==> src/rtl/tcg_pkg.sv <==
// constants, types and helpers shared by the triple clock generator
package tcg_pkg;

  // ****************************************************************
  // start-up timers
  // ****************************************************************
  localparam int              MAIN_TMR_W          = 14;
  localparam logic [13:0]     MAIN_PRESET         = 14'h3fff;
  localparam int              MAIN_STARTUP_CYCLES = 32768;
  // main clock edges per timer decrement, derived from the delay
  localparam int              MAIN_TMR_STEP       = MAIN_STARTUP_CYCLES / (2 ** MAIN_TMR_W);
  localparam int              SLOW_TMR_W          = 6;
  localparam logic [5:0]      SLOW_PRESET         = 6'h3f;
  localparam int              SLOW_TMR_STEP       = 1;

  // ****************************************************************
  // dividers and selects
  // ****************************************************************
  localparam int              PRE_W              = 8;
  localparam int              SYSDIV_W           = 4;
  localparam logic            FCS_PLL            = 1'b0;
  localparam logic            FCS_MAIN           = 1'b1;
  localparam logic            SLOW_SRC_PRESCALED = 1'b0;
  localparam logic            SLOW_SRC_OSC       = 1'b1;

  // ****************************************************************
  // pll multiplication codes and factors
  // ****************************************************************
  localparam logic [1:0]      MULT_X3 = 2'h0;
  localparam logic [1:0]      MULT_X4 = 2'h1;
  localparam logic [1:0]      MULT_X5 = 2'h2;
  localparam logic [2:0]      FACT_X3 = 3'h3;
  localparam logic [2:0]      FACT_X4 = 3'h4;
  localparam logic [2:0]      FACT_X5 = 3'h5;

  // ****************************************************************
  // sequencer state
  // ****************************************************************
  typedef struct packed {
    logic                main_prev;
    logic                slow_prev;
    logic                pll_prev;
    logic [PRE_W-1:0]    pre_cnt;
    logic                pre_clk;
    logic                slow_src;
    logic                slow_clk;
    logic                fast_sel;
    logic                sys_src;
    logic [SYSDIV_W-1:0] sys_cnt;
    logic                sys_tick;
    logic                por_done;
    logic                int_rst_n;
    logic                main_osc_en;
    logic                xtal_drive;
    logic                slow_osc_en;
    logic                pll_en;
    logic [2:0]          pll_factor;
  } tcg_state_t;

  localparam tcg_state_t ST_RESET = '{
    main_prev: 1'b0, slow_prev: 1'b0, pll_prev: 1'b0,
    pre_cnt: 8'h00, pre_clk: 1'b0, slow_src: SLOW_SRC_PRESCALED, slow_clk: 1'b0,
    fast_sel: FCS_MAIN, sys_src: FCS_MAIN, sys_cnt: 4'h0, sys_tick: 1'b0,
    por_done: 1'b0, int_rst_n: 1'b0, main_osc_en: 1'b0, xtal_drive: 1'b0,
    slow_osc_en: 1'b0, pll_en: 1'b0, pll_factor: FACT_X3};

  // a divider counter has reached its limit
  function automatic logic tcg_div_wrap(input logic [7:0] cnt, input logic [7:0] lim);
    return cnt >= lim;
  endfunction : tcg_div_wrap

endpackage : tcg_pkg

==> src/rtl/tcg_timer_if.sv <==
// link between the sequencer and one oscillator start-up timer
`timescale 1ns/1ps
interface tcg_timer_if #(parameter int W = 6);
  logic         stop;
  logic         tick;
  logic         good;
  logic [W-1:0] count;
  modport ctl (output stop, output tick, input good, input count);
  modport tmr (input stop, input tick, output good, output count);
endinterface : tcg_timer_if

==> src/rtl/tcg_clock_gen.sv <==
// triple clock generator: oscillator control, slow clock, pll handshake and system divider
`timescale 1ns/1ps

// What this block does
// - main clock comes from the crystal oscillator or an external clock on its input.
// - stop-main request halts the main oscillator and presets its 14-bit timer.
// - after release the timer counts down, halts at zero, raises main-clock-good.
// - main start-up delay equals 32,766 main clock cycles (preset 16,383 decrements of two edges each).
// - stop-slow request disables slow oscillator and presets its 6-bit timer.
// - after release the 6-bit timer counts down and raises slow-clock-good at zero.
// - slow prescaler is divide-by-two plus 8-bit divider, ratios 2 to 512.
// - software picks slow source; prescaled main clock after reset.
// - slow oscillator source disables prescaler, only once that oscillator toggles.
// - pll multiplies main clock by three, four or five.
// - fast select reads zero only once the pll is stable.
// - writing one to fast select returns system clock to main clock.
// - system clock passes a divider with ratios one to sixteen.
// - fast select zero means pll, one means main clock; reset value one.
// - slow select zero means prescaled main clock, one slow oscillator.
// - switching to the pll is ignored while pll power-down is set.
// - internal reset releases after main timer reaches zero and reset pin is high.
module tcg_clock_gen
  import tcg_pkg::*;
(
  // clock and reset
  input  wire logic                clk_sys,
  input  wire logic                rst_n,
  // oscillator pins and power management
  input  wire logic                main_osc_in,
  input  wire logic                slow_osc_in,
  input  wire logic                ext_clk_mode,
  input  wire logic                stop_main_osc,
  input  wire logic                stop_slow_osc,
  input  wire logic                ext_reset_n,
  // pll analog side
  input  wire logic                pll_clk_in,
  input  wire logic                pll_locked,
  // software control
  input  wire logic                slow_clock_select,
  input  wire logic                pll_power_down,
  input  wire logic [1:0]          pll_mult,
  input  wire logic [PRE_W-1:0]    slow_prescale,
  input  wire logic [SYSDIV_W-1:0] sys_div,
  input  wire logic                fcs_wr,
  input  wire logic                fcs_wdata,
  // oscillator and pll controls
  output logic                     main_osc_en,
  output logic                     main_osc_out,
  output logic                     slow_osc_en,
  output logic                     pll_en,
  output logic [2:0]               pll_factor,
  // status and clocks
  output logic                     main_clk_good,
  output logic                     slow_clk_good,
  output logic                     fast_clock_select,
  output logic                     slow_clk,
  output logic                     sys_clk_tick,
  output logic                     internal_rst_n
);

  tcg_state_t st;
  tcg_state_t next_st;

  tcg_timer_if #(.W(MAIN_TMR_W)) main_if ();
  tcg_timer_if #(.W(SLOW_TMR_W)) slow_if ();

  logic main_edge;
  logic slow_edge;
  logic pll_edge;

  // ****************************************************************
  // start-up timers
  // ****************************************************************
  // oscillator inputs arrive synchronous, so a one-flop edge detect suffices
  assign main_edge    = main_osc_in & ~st.main_prev;
  assign slow_edge    = slow_osc_in & ~st.slow_prev;
  assign pll_edge     = pll_clk_in & ~st.pll_prev;
  assign main_if.stop = stop_main_osc;
  assign main_if.tick = main_edge;
  assign slow_if.stop = stop_slow_osc;
  assign slow_if.tick = slow_edge;

  tcg_startup_timer #(.W(MAIN_TMR_W), .STEP(MAIN_TMR_STEP), .PRESET(MAIN_PRESET)) u_main_tmr (
    .clk_sys (clk_sys),
    .rst_n   (rst_n),
    .tif     (main_if.tmr)
  );

  tcg_startup_timer #(.W(SLOW_TMR_W), .STEP(SLOW_TMR_STEP), .PRESET(SLOW_PRESET)) u_slow_tmr (
    .clk_sys (clk_sys),
    .rst_n   (rst_n),
    .tif     (slow_if.tmr)
  );

  // ****************************************************************
  // sequencer
  // ****************************************************************
  always_comb begin
    logic cur_lvl;
    logic new_lvl;
    logic want_src;
    cur_lvl  = 1'b0;
    new_lvl  = 1'b0;
    want_src = SLOW_SRC_PRESCALED;
    next_st  = st;
    next_st.main_prev = main_osc_in;
    next_st.slow_prev = slow_osc_in;
    next_st.pll_prev  = pll_clk_in;

    // oscillator enables; crystal amplifier idles in external clock mode
    next_st.main_osc_en = ~stop_main_osc;
    next_st.xtal_drive  = ~stop_main_osc & ~ext_clk_mode;
    next_st.slow_osc_en = ~stop_slow_osc;

    // slow prescaler, held cleared while the slow oscillator is in use
    if (st.slow_src == SLOW_SRC_OSC) begin
      next_st.pre_cnt = '0;
      next_st.pre_clk = 1'b0;
    end else if (main_edge) begin
      if (tcg_div_wrap(st.pre_cnt, slow_prescale)) begin
        next_st.pre_cnt = '0;
        next_st.pre_clk = ~st.pre_clk;
      end else begin
        next_st.pre_cnt = st.pre_cnt + 1'b1;
      end
    end

    // slow source: osc only when it is proven toggling
    want_src = (slow_clock_select == SLOW_SRC_OSC && slow_if.good) ? SLOW_SRC_OSC
                                                                   : SLOW_SRC_PRESCALED;
    cur_lvl  = (st.slow_src == SLOW_SRC_OSC) ? slow_osc_in : next_st.pre_clk;
    new_lvl  = (want_src == SLOW_SRC_OSC) ? slow_osc_in : next_st.pre_clk;
    if (want_src != st.slow_src) begin
      // a dead oscillator may be frozen high, so leave it at once
      if (!slow_if.good || (!cur_lvl && !new_lvl)) begin
        next_st.slow_src = want_src;
      end
    end
    next_st.slow_clk = (next_st.slow_src == SLOW_SRC_OSC) ? slow_osc_in : next_st.pre_clk;

    // fast select: set always works, clear needs a powered, locked pll
    if (pll_power_down) begin
      next_st.fast_sel = FCS_MAIN;
    end else if (fcs_wr && fcs_wdata == FCS_MAIN) begin
      next_st.fast_sel = FCS_MAIN;
    end else if (fcs_wr && pll_locked) begin
      next_st.fast_sel = FCS_PLL;
    end

    // pll control
    next_st.pll_en = ~pll_power_down;
    unique case (pll_mult)
      MULT_X3: next_st.pll_factor = FACT_X3;
      MULT_X4: next_st.pll_factor = FACT_X4;
      MULT_X5: next_st.pll_factor = FACT_X5;
      default: next_st.pll_factor = st.pll_factor; // reserved code keeps factor
    endcase

    // system divider; source swaps at a wrap, save on pll power-down, so no phase is cut
    next_st.sys_tick = 1'b0;
    if ((st.sys_src == FCS_MAIN) ? main_edge : pll_edge) begin
      if (tcg_div_wrap({4'h0, st.sys_cnt}, {4'h0, sys_div})) begin
        next_st.sys_cnt  = '0;
        next_st.sys_tick = 1'b1;
        next_st.sys_src  = st.fast_sel;
      end else begin
        next_st.sys_cnt = st.sys_cnt + 1'b1;
      end
    end
    // pll gone away: fall back at once, its edges may never come
    if (st.sys_src == FCS_PLL && pll_power_down) begin
      next_st.sys_src = FCS_MAIN;
      next_st.sys_cnt = '0;
    end

    // power-on reset release
    if (main_if.good) begin
      next_st.por_done = 1'b1;
    end
    next_st.int_rst_n = next_st.por_done & ext_reset_n;
  end

  always_ff @(posedge clk_sys or negedge rst_n) begin
    if (!rst_n) begin
      st <= ST_RESET;
    end else begin
      st <= next_st;
    end
  end

  // ****************************************************************
  // outputs
  // ****************************************************************
  assign main_osc_en       = st.main_osc_en;
  assign main_osc_out      = st.xtal_drive;
  assign slow_osc_en       = st.slow_osc_en;
  assign pll_en            = st.pll_en;
  assign pll_factor        = st.pll_factor;
  assign main_clk_good     = main_if.good;
  assign slow_clk_good     = slow_if.good;
  assign fast_clock_select = st.fast_sel;
  assign slow_clk          = st.slow_clk;
  assign sys_clk_tick      = st.sys_tick;
  assign internal_rst_n    = st.int_rst_n;
endmodule : tcg_clock_gen

==> src/rtl/tcg_startup_timer.sv <==
// oscillator start-up down counter with clock-good flag
`timescale 1ns/1ps
module tcg_startup_timer
  import tcg_pkg::*;
#(
  parameter int          W      = 6,
  parameter int          STEP   = 1,
  parameter logic [W-1:0] PRESET = '1
) (
  // clock and reset
  input  wire logic clk_sys,
  input  wire logic rst_n,
  // sequencer side
  tcg_timer_if.tmr  tif
);

  typedef struct packed {
    logic         phase;
    logic [W-1:0] count;
    logic         good;
  } tcg_tmr_state_t;

  localparam logic PHASE_LAST = 1'(STEP - 1);

  tcg_tmr_state_t st;
  tcg_tmr_state_t next_st;

  // ****************************************************************
  // countdown
  // ****************************************************************
  // preset while stopped, count oscillator edges otherwise
  always_comb begin
    next_st = st;
    if (tif.stop) begin
      next_st.count = PRESET;
      next_st.phase = 1'b0;
      next_st.good  = 1'b0;
    end else if (st.count == '0) begin
      next_st.good = 1'b1; // halted at zero
    end else if (tif.tick) begin
      if (st.phase == PHASE_LAST) begin
        next_st.phase = 1'b0;
        next_st.count = st.count - 1'b1;
      end else begin
        next_st.phase = ~st.phase;
      end
    end
  end

  always_ff @(posedge clk_sys or negedge rst_n) begin
    if (!rst_n) begin
      st <= '{phase: 1'b0, count: PRESET, good: 1'b0};
    end else begin
      st <= next_st;
    end
  end

  assign tif.good  = st.good;
  assign tif.count = st.count;
endmodule : tcg_startup_timer

==> config.mk <==
export PLATFORM = sky130hd
export DESIGN_NAME = tcg_clock_gen
export DESIGN_NICKNAME = d
export VERILOG_FILES = /design/src/rtl/tcg_pkg.sv /design/src/rtl/tcg_timer_if.sv /design/src/rtl/tcg_clock_gen.sv /design/src/rtl/tcg_startup_timer.sv
export SDC_FILE = /design/constraint.sdc
export NUM_CORES = 1
export LEC_CHECK = 0
export BUFFER_PORTS_ARGS = -buffer_cell sky130_fd_sc_hd__clkbuf_2
export CAP_MARGIN = 20
export CORE_MARGIN = 2
export CORE_UTILIZATION = 42
export DETAILED_ROUTE_END_ITERATION = 8
export MAX_ROUTING_LAYER = met4
export SYNTH_ARGS = -nofsm -noshare
export SYNTH_HDL_FRONTEND = slang
export SYNTH_SLANG_ARGS = --single-unit
==> constraint.sdc <==
create_clock -name clk_sys -period 4.3 [get_ports clk_sys]
set_input_delay 0.86 -clock clk_sys [delete_from_list [all_inputs] [get_ports clk_sys]]
set_output_delay 0.86 -clock clk_sys [all_outputs]
set_load 0.02 [all_outputs]
==> results of run 1 <==
## cells in the mapped netlist, types with 4 or more instances
| library cell | instances | area, sq um |
|---|---|---|
| ha_1 | 19 | 238 |
| xnor2_1 | 12 | 105 |
| o211ai_1 | 5 | 37.5 |
| buf_4 | 4 | 30.0 |
| clkbuf_1 | 4 | 15.0 |
| dfrtp_1 | 29 | 726 |
| inv_1 | 20 | 75.1 |
| or3_1 | 5 | 31.3 |
| dfstp_2 | 24 | 631 |
| nor2b_1 | 6 | 37.5 |
| nor2_1 | 12 | 45.0 |
| nor3_1 | 10 | 50.1 |
| nand3b_1 | 4 | 30.0 |
| nand3_1 | 11 | 55.1 |
| nand2b_1 | 7 | 43.8 |
| nor4_1 | 9 | 56.3 |
| nand2_1 | 35 | 131 |
| a21oi_1 | 12 | 60.1 |
| o21ai_0 | 19 | 95.1 |
## path summary, 6_finish.rpt
path	end	startpoint	cells after the start
max	st[26]$_DFFE_PN0P_	slow_prescale[2]	8
min	st[8]$_DFF_PN0_	st[8]$_DFF_PN0_	1
max in group asynchronous	st[29]$_DFF_PN0_	rst_n	2
min reg2reg	st[8]$_DFF_PN0_	st[8]$_DFF_PN0_	1
max reg2reg	st[26]$_DFFE_PN0P_	st[21]$_DFFE_PN0P_	6
min in group asynchronous	slow_osc_en$_DFF_PN0_	rst_n	2
## state kept, by name, indices dropped and copies added, names as in the netlist
name,count
pll_en,1
internal_rst_n,1
slow_osc_en,1
u_main_tmr.tif.count,14
main_osc_out,1
slow_clk,1
u_slow_tmr.tif.good,1
st,19
sys_clk_tick,1
fast_clock_select,1
main_osc_en,1
u_slow_tmr.tif.count,6
pll_factor,3
u_main_tmr.tif.good,1
u_main_tmr.st,1
## area by class of cell
| cell class | count | area (sq um) | share of cell area, % |
|---|---|---|---|
| repair buffers | 41 | 208 | 6.41 |
| clock inverters | 2 | 37.5 | 1.16 |
| multi-input cells | 208 | 1380 | 42.6 |
| clock buffers | 6 | 82.6 | 2.55 |
| inverters | 20 | 75.1 | 2.32 |
| flip-flops and latches | 53 | 1360 | 41.9 |
| well taps | 80 | 100 | 3.09 |
## per-stage QoR
step / std cells / cell area, sq um
global route: 410 / 3240
global placement: 402 / 3120
floorplan: 290 / 2860
detailed placement: 402 / 3120
CTS: 410 / 3240
finish: 410 / 3240
## kinds of logic (layout without fill, tap and decap cells)
kind of cell	after synthesis	count (layout)	synth area share, %
buffers and inverters	29	69	4.37
AOI/OAI and AO/OA	53	53	11.6
adders and majority gates	19	19	8.30
xor gates and xnor gates	15	15	4.59
DFF	53	53	47.4
muxes	2	2	0.743
and+or+nand+nor	119	119	23.0
## critical path, cell delays in order
cell and delay (ps):
clkbuf_2 70, inv_1 30, ha_1 290, a211oi_1 220
o21ai_0 110, a21oi_1 750, and3_1 270, a221o_1 100
## layer usage
layer | vias to the layer above | share of wire (%) | global-route usage (%)
met5 | - | 0 | -
met4 | 0 | 0 | 3.41
met3 | 0 | 2.9 | 3.14
met2 | 26 | 47 | 23.6
met1 | 986 | 50 | 20.3
li1 | 1096 | - | -
## cells in the final DEF (no fill, tap or decap), drive strengths merged, types with 2 or more instances in the layout
master	instances
clkbuf	46
nand2	35
dfrtp	29
dfstp	24
inv	20
o21ai	19
ha	19
nor2	12
a21oi	12
xnor2	12
nand3	11
nor3	11
nor4	10
nand2b	7
nor2b	6
or3	6
o211ai	5
nand3b	4
or2	3
and3	3
o31ai	3
xor2	3
nor3b	3
nor4b	3
o21bai	2
a21o	2
a221o	2
## power breakdown
part	total [W]	switching [W]	leakage [nW]	internal, W
clock	0.000355	0.000166	0.0574	0.000190
sequential	0.000657	0.0000829	0.609	0.000575
combinational	0.000330	0.000180	0.778	0.000150
total	0.00134	0.000429	1.44	0.000914
==> results_dict.tcl, run 1 <==
set metrics [dict create \
    path_clk_slew_ps 100 \
    cts-root-buf "clkbuf_8" \
    hold_buffers 0 \
    ys.flop_type "dfrtp_1" \
    top_level_ports 41 \
    port-buffer-count 40 \
    vias 2108 \
    yosysSeqAreaShare_pct 47.4 \
    routedWlPerCell_microns 12.7 \
    critPathKind "input port to flop" \
    numCtsBuffers 5 \
    grt_pass1_wl_microns 8830 \
    viasPerCell 5.14 \
    setup_violations 0 \
    fin_hold_ws_ps 470 \
    grt-ovfl-total 0 \
    crit_required_ps 4540 \
    hp-class "flop to flop" \
    rows 30 \
    totalWireLength_microns 5190 \
    gp_congestion 0.793 \
    initial_core_util_pct 42.8 \
    grt_pass1_vias 1972 \
    die_height_microns 86.6 \
    async_flop_share_pct 100 \
    cp.arrival_ps 2710 \
    cts_tree "built" \
    dieArea_sq_um 7490 \
    core_area_sq_um 6680 \
    min_period_over_period_pct 57.3 \
    postLayoutCoreUtil_pct 48.5 \
    drive_gt1_share_pct 24.8 \
    cp_max_fo 13 \
    critPathCaptureType "flop" \
    yosysWarnings 0 \
    hold_viol_final 0 \
    drc 0 \
    maxSlewHeadroom_pct 38.6 \
    cts.sinks 53 \
    cts_resized 0 \
    synth_edf_count 0 \
    synthCells 290 \
    syn_nets 337 \
    status "completed" \
    synth_seq_cells 53 \
    rsz0062_at_grt "false" \
    leakagePower_nw 1.44 \
    firstDrtPassIters 4 \
    r2r_slack_ps 2000 \
    power.total_w 0.00134 \
    n_fill_cell 631 \
    fmax_mhz 406 \
    h-tree-depth 2 \
    fin_ws_ps 1830 \
    place_hpwl_microns 3610 \
    synth_cell_types 48 \
    skew_ps 8.65 \
    diodes 0 \
    ir_drop_v 0.000205 \
    powerDensity_nw_per_um2 414 \
    cap_violations 0 \
    post_cts_buffers 0 \
    antenna_left 0 \
    slew_violations 0 \
    period_needed_ps 2470 \
    worstMarginPinSlew_ps 921 \
    drt_first_iter_violations 95 \
    nNetsFinal 376 \
    setup_tns_ps 0 \
    pre_cts_slack_ps 1500 \
    clock_latency_ps 310 \
    clockBufferDepth 2 \
    dieWidth_microns 86.6 \
    syn_area_sq_um 2860 \
    crit_path_start_kind "input port" \
    syn_avg_cell_area_sq_um 9.87 \
    grt_antenna_before_repair 0 \
    grt_max_degree 54 \
    area_growth_syn_to_layout_pct 13.2 \
    grt.total_usage_pct 15.1 \
]
No activity file was read; power rests on OpenSTA's default activity.
==> inputs of run 2 (changes only) <==
--- a/config.mk
+++ b/config.mk
@@ -5,6 +5,7 @@
 export SDC_FILE = /design/constraint.sdc
 export NUM_CORES = 1
 export LEC_CHECK = 0
+export ABC_AREA = 1
 export BUFFER_PORTS_ARGS = -buffer_cell sky130_fd_sc_hd__clkbuf_2
 export CAP_MARGIN = 20
 export CORE_MARGIN = 2
==> constraint.sdc (replaced) <==
create_clock -name clk_sys -period 2.3 [get_ports clk_sys]
set_input_delay 0.46 -clock clk_sys [delete_from_list [all_inputs] [get_ports clk_sys]]
set_output_delay 0.46 -clock clk_sys [all_outputs]
set_load 0.02 [all_outputs]
==> run 2 against run 1 <==
Hold slack worse by 370 ps. Setup slack worse by 1500 ps. Power up 81%. Via count up 6.8%. Combinational power up 96%. Synthesized area up 6.2%. Critical path type is now flop to flop.
==> results_dict.tcl, run 2 <==
set metrics [dict create \
    status "completed" \
    grt_max_degree 23 \
    initial_core_util_pct 42.6 \
    rows 31 \
    n_fill_cell 725 \
    hp-class "input port to asynchronous set/reset pin" \
    syn_area_sq_um 3040 \
    setup_violations 0 \
    maxSlewHeadroom_pct 64.3 \
    cap_violations 0 \
    combPwrFrac_pct 26.7 \
    pwr-share-clk_pct 22.7 \
    hold_buffers 0 \
    totalWireLength_microns 5260 \
    clockBufferDepth 2 \
    synth_xor_area_share_pct 5.48 \
    seq_area_sq_um 1360 \
    slew_violations 0 \
    period_needed_ps 1950 \
    crit_path_start_kind "flop" \
    final_cell_mix "nand2_1, inv_1, clkbuf_2" \
    crit_required_ps 2540 \
    powerDensity_nw_per_um2 713 \
    power.total_w 0.00243 \
    drt_first_iter_violations 66 \
    core_area_sq_um 7140 \
    largest-register "st" \
    synthTopCellsByArea "dfrtp_1, dfstp_2, ha_1" \
    top_level_ports 41 \
    largest_register_ffs 19 \
    cts_tree "built" \
    nNetsFinal 425 \
    firstDrtPassIters 4 \
    grt_antenna_before_repair 0 \
    min_period_over_period_pct 84.7 \
    routedWlPerCell_microns 11.0 \
    critPathCaptureType "flop" \
    vias 2251 \
    h-tree-depth 2 \
    die_height_microns 89.1 \
    path_clk_slew_ps 110 \
    grt_pass1_vias 2073 \
    mostFrequentLayoutCell "nand2_1" \
    critPathKind "flop to flop" \
    hold_viol_final 0 \
    synth_most_common_cell "nand2_1" \
    viasPerCell 4.71 \
    cts-root-buf "clkbuf_8" \
    p_sw_share_pct 34.5 \
    drc 0 \
    synth_top_family_by_area "simple AND/OR/NAND/NOR gates" \
    worstMarginPinSlew_ps 535 \
    yosys-top-cells-count "nand2_1, inv_1, dfrtp_1, nand3_1, dfstp_2" \
    syn_avg_cell_area_sq_um 9.07 \
    diodes 0 \
    seq_power_share_pct 50.6 \
    port-buffer-count 40 \
    synth_edf_count 0 \
    skew_ps 14.5 \
    synth_seq_cells 53 \
    place_hpwl_microns 4100 \
    dieArea_sq_um 7930 \
    fin_hold_ws_ps 99.4 \
    area_growth_syn_to_layout_pct 11.9 \
    yosysSeqAreaShare_pct 44.6 \
    setup_tns_ps 0 \
    grt.total_usage_pct 14.9 \
    rsz0062_at_grt "false" \
    ir_drop_v 0.000274 \
    antenna_left 0 \
    grt-ovfl-total 0 \
    grt_pass1_wl_microns 9040 \
    clock_latency_ps 310 \
    cp.arrival_ps 2190 \
    synthAdderAreaFrac_pct 7.82 \
    drive_gt1_share_pct 31.9 \
    ys.flop_type "dfrtp_1" \
    cts.sinks 53 \
    yosysWarnings 0 \
    async_flop_share_pct 100 \
    yosysTopAreaCell "dfrtp_1" \
    cts_resized 0 \
    synth_cell_types 37 \
    fmax_mhz 513 \
    multi_input_area_sq_um 1390 \
    numCtsBuffers 5 \
    switching_power_w 0.000838 \
    syn_nets 382 \
    synth.mux.area_fraction_pct 0 \
    dieWidth_microns 89.1 \
    post_cts_buffers 0 \
    leakagePower_nw 1.71 \
    gp_congestion 0.819 \
    intPower_w 0.00159 \
    synthSimpleGateAreaFrac_pct 19.2 \
    synth_top_area_share_pct 23.9 \
    synthCells 335 \
    cp_max_fo 22 \
    synth_compound_area_share_pct 13.1 \
]
==> run 2: cell count changes after synthesis, sizes merged, moves of 6 or more <==
cell	change
inv	+37
nand2	+19
nand2b	-7
nand3	+18
nor2	+17
nor2b	-6
nor4	-10
o21ai	+16
or3	-6
xnor2	-8
xor2	+12
==> run 2: critical path, stage by stage, from the launching register on <==
cell	delay (ps)
dfstp_2	580
inv_2	40
ha_1	250
nand2_4	130
nor2_8	50
a31oi_4	160
nand2_4	120
nand2_4	290
o21ai_0	170
o21ai_2	80
==> run 2: path summary, 6_finish.rpt <==
path	startpoint	to	slack (ps)	cells after the start
setup reg to reg	u_main_tmr.tif.count[0]$_DFFE_PN1P_	u_main_tmr.tif.count[8]$_DFFE_PN1P_	350	9
hold reg to reg	st[8]$_DFF_PN0_	st[8]$_DFF_PN0_	480	1
min in group clk_sys	main_osc_in	st[29]$_DFF_PN0_	260	1
hold / removal	rst_n	slow_clk$_DFF_PN0_	100	1
setup / recovery	u_main_tmr.tif.count[0]$_DFFE_PN1P_	u_main_tmr.tif.count[8]$_DFFE_PN1P_	350	9
max in group asynchronous	rst_n	u_main_tmr.tif.count[2]$_DFFE_PN1P_	1500	2
==> run 2: kinds of logic after synthesis <==
kind of cell / Yosys count
xor gates and xnor gates: 19
AOI/OAI and AO/OA: 57
DFF: 53
and+or+nand+nor: 122
buffers and inverters: 65
adders and majority gates: 19
==> run 2: power groups by stage <==
stage	Sequential, W	Combinational (W)	Clock (W)
6_report	0.00123	0.000647	0.000552
5_1_grt	0.00125	0.000765	0.000623
4_1_cts	0.00123	0.000660	0.000579
3_5_place_dp	0.00125	0.000656	0
3_3_place_gp	0.00125	0.000636	0
2_1_floorplan	0.00124	0.000492	0
==> run 2: stage by stage <==
step | cells | cell area, sq um | utilization, % | worst slack [ps]
floorplan | 335 | 3040 | - | 669
global placement | 470 | 3310 | 46.4 | 415
detailed placement | 470 | 3310 | 46.4 | 356
CTS | 478 | 3400 | 47.7 | 332
global route | 478 | 3400 | 47.7 | 204
finish | 478 | 3400 | 47.7 | 352
==> run 2: cell type report <==
type / instances / area share [%]
Inverter: 59 / 6.69
Clock inverter: 3 / 0.736
Tap cell: 99 / 3.64
Timing Repair Buffer: 42 / 6.33
Clock buffer: 5 / 2.02
Sequential cell: 53 / 39.9
Multi-Input combinational cell: 217 / 40.7
==> run 2: layer usage <==
layer	vias up	GRT usage, %	wire length (microns)
met1	1049	18.8	2520
li1	1171	-	-
met3	5	3.32	144
met2	26	24.6	2550
met4	0	3.66	48
met5	-	-	0
==> inputs of run 3 (changes only) <==
==> constraint.sdc (replaced) <==
create_clock -name clk_sys -period 1.8 [get_ports clk_sys]
set_input_delay 0.36 -clock clk_sys [delete_from_list [all_inputs] [get_ports clk_sys]]
set_output_delay 0.36 -clock clk_sys [all_outputs]
set_load 0.02 [all_outputs]
==> run 3 against run 2 <==
Non-clock buffer count is 8 higher. First-iteration DRC count grew 29%. Register-to-register slack worse by 200 ps. Critical path type unchanged. Critical endpoint is now u_main_tmr.tif.count[12]$_DFFE_PN1P_. Combinational power up 42%. Clock power rose by 25%.
==> results_dict.tcl, run 3 (synthesis gave the netlist of run 2 again) <==
set metrics [dict create \
    status "completed" \
    numCtsBuffers 5 \
    dp_cells 475 \
    fmax_mhz 606 \
    vias 2292 \
    area_growth_syn_to_layout_pct 15.9 \
    dieWidth_microns 89.1 \
    clock_latency_ps 310 \
    gp_congestion 0.863 \
    firstDrtPassIters 4 \
    dieArea_sq_um 7930 \
    grt_pass1_wl_microns 9570 \
    totalWireLength_microns 5590 \
    switching_power_w 0.00109 \
    drt_first_iter_violations 85 \
    grt_antenna_before_repair 0 \
    grt_max_degree 54 \
    hold_viol_final 0 \
    skew_ps 4.79 \
    h-tree-depth 2 \
    clockBufferDepth 2 \
    r2r_start "u_main_tmr.tif.count[0]$_DFFE_PN1P_" \
    crit_path_start_kind "flop" \
    worstMarginPinSlew_ps 296 \
    fin_area_sq_um 3520 \
    multi_input_area_sq_um 1410 \
    drive_gt1_share_pct 34.1 \
    cp_max_fo 11 \
    cts_tree "built" \
    maxSlewHeadroom_pct 80.3 \
    grt-ovfl-total 0 \
    reg2reg_depth 10 \
    nNetsFinal 433 \
    critPathCaptureType "flop" \
    period_needed_ps 1650 \
    seq_power_share_pct 49.2 \
    diodes 0 \
    min_period_over_period_pct 91.6 \
    final_cell_mix "nand2_1, inv_1, clkbuf_2" \
    largest_register_ffs 19 \
    antenna_left 0 \
    critPathKind "flop to flop" \
    path_clk_slew_ps 100 \
    top_level_ports 41 \
    combPwrFrac_pct 29.0 \
    placed_cell_area_sq_um 3380 \
    core_area_sq_um 7140 \
    pwr-share-clk_pct 21.7 \
    place_hpwl_microns 4250 \
    viasPerCell 4.72 \
    p_sw_share_pct 34.3 \
    port-buffer-count 40 \
    cap_violations 0 \
    rsz0062_at_grt "false" \
    n_fill_cell 698 \
    hp-class "input port to asynchronous set/reset pin" \
    mostFrequentLayoutCell "nand2_1" \
    r2r_slack_ps 150 \
    die_height_microns 89.1 \
    power.total_w 0.00317 \
    worstReg2RegEnd "u_main_tmr.tif.count[12]$_DFFE_PN1P_" \
    crit_required_ps 2050 \
    ir_drop_v 0.000396 \
    grt_pass1_vias 2178 \
    leakagePower_nw 1.77 \
    initial_core_util_pct 42.6 \
    routedWlPerCell_microns 11.5 \
    instances_no_fill 486 \
    slew_violations 0 \
    grt.total_usage_pct 15.8 \
    largest-register "st" \
    seq_area_sq_um 1360 \
    rows 31 \
    setup_violations 0 \
    cts-root-buf "clkbuf_8" \
    cp.arrival_ps 1900 \
    intPower_w 0.00208 \
    setup_tns_ps 0 \
    cts.sinks 53 \
    drc 0 \
    powerDensity_nw_per_um2 900 \
    fin_hold_ws_ps 8.02 \
]
[run 3: cell types whose count changed in the layout (fill, tap and decap cells not counted)]
cell      change
clkinv_2      +1
ha_1          -1
nor3_2        -1
nand3_1       -1
nand3_2       +1
nor3_4        +1
buf_12        +3
nand2_8       +1
nand2_2       +1
inv_6         -1
ha_2          +1
nand2_1       -1
nand2_4       -1
buf_4         +5
[run 3: timing repair]
item | 4_1_cts | 5_1_grt
hold endpoints to repair | 0 | 0
hold buffers | 0 | 0
endpoints found under the setup margin | 0 | 18
setup buffers | 0 | 3
gates resized for setup | 0 | 5
[run 3: layer usage]
layer | GRT usage [%] | share of wire (%)
met3 | 2.77 | 2.8
met4 | 4.61 | 1.6
met2 | 26.5 | 50
met1 | 19.6 | 45
met5 | - | 0
[run 3: metrics by stage]
step,setup WS [ps],util (%)
3_3_place_gp,80.8,47.4
5_1_grt,8.94,49.3
3_5_place_dp,49.4,47.4
4_1_cts,15.5,48.7
2_1_floorplan,169,-
6_report,150,49.3
[run 3: area by class of cell]
class | count | share of cell area [%]
Multi-Input combinational cell | 217 | 40.0
Clock buffer | 5 | 1.95
Inverter | 59 | 6.47
Timing Repair Buffer | 50 | 8.88
Tap cell | 99 | 3.52
Sequential cell | 53 | 38.5
Clock inverter | 3 | 0.604
[run 3: power by group through the flow]
stage	registers [W]	clock network, W	logic [W]
floorplan	0.00158	0	0.000629
global placement	0.00158	0	0.000855
detailed placement	0.00159	0	0.000878
CTS	0.00157	0.000718	0.000882
global route	0.00159	0.000759	0.00107
finish	0.00156	0.000689	0.000920
[run 3: critical path: stages, from the launching register on]
cell and delay [ps]:
dfstp_2 570, inv_2 40, ha_2 200, nand2_4 110
nor2_8 50, a31oi_4 160, nand2_4 90, nand2_8 120
buf_12 130, o21ai_2 50, o21ai_2 60
[run 3: how the worst max path moves through the flow]
stage | slack, ps | end | cells after the start | from
floorplan | 170 | u_main_tmr.tif.count[3]$_DFFE_PN1P_ | 10 | u_main_tmr.tif.count[0]$_DFFE_PN1P_
global placement | 80 | u_main_tmr.tif.count[12]$_DFFE_PN1P_ | 10 | u_main_tmr.tif.count[0]$_DFFE_PN1P_
detailed placement | 50 | u_main_tmr.tif.count[12]$_DFFE_PN1P_ | 10 | u_main_tmr.tif.count[0]$_DFFE_PN1P_
CTS | 20 | u_main_tmr.tif.count[12]$_DFFE_PN1P_ | 10 | u_main_tmr.tif.count[0]$_DFFE_PN1P_
global route | 9 | u_slow_tmr.tif.count[3]$_DFFE_PN1P_ | 8 | u_slow_tmr.tif.count[1]$_DFFE_PN1P_
finish | 150 | u_main_tmr.tif.count[12]$_DFFE_PN1P_ | 10 | u_main_tmr.tif.count[0]$_DFFE_PN1P_
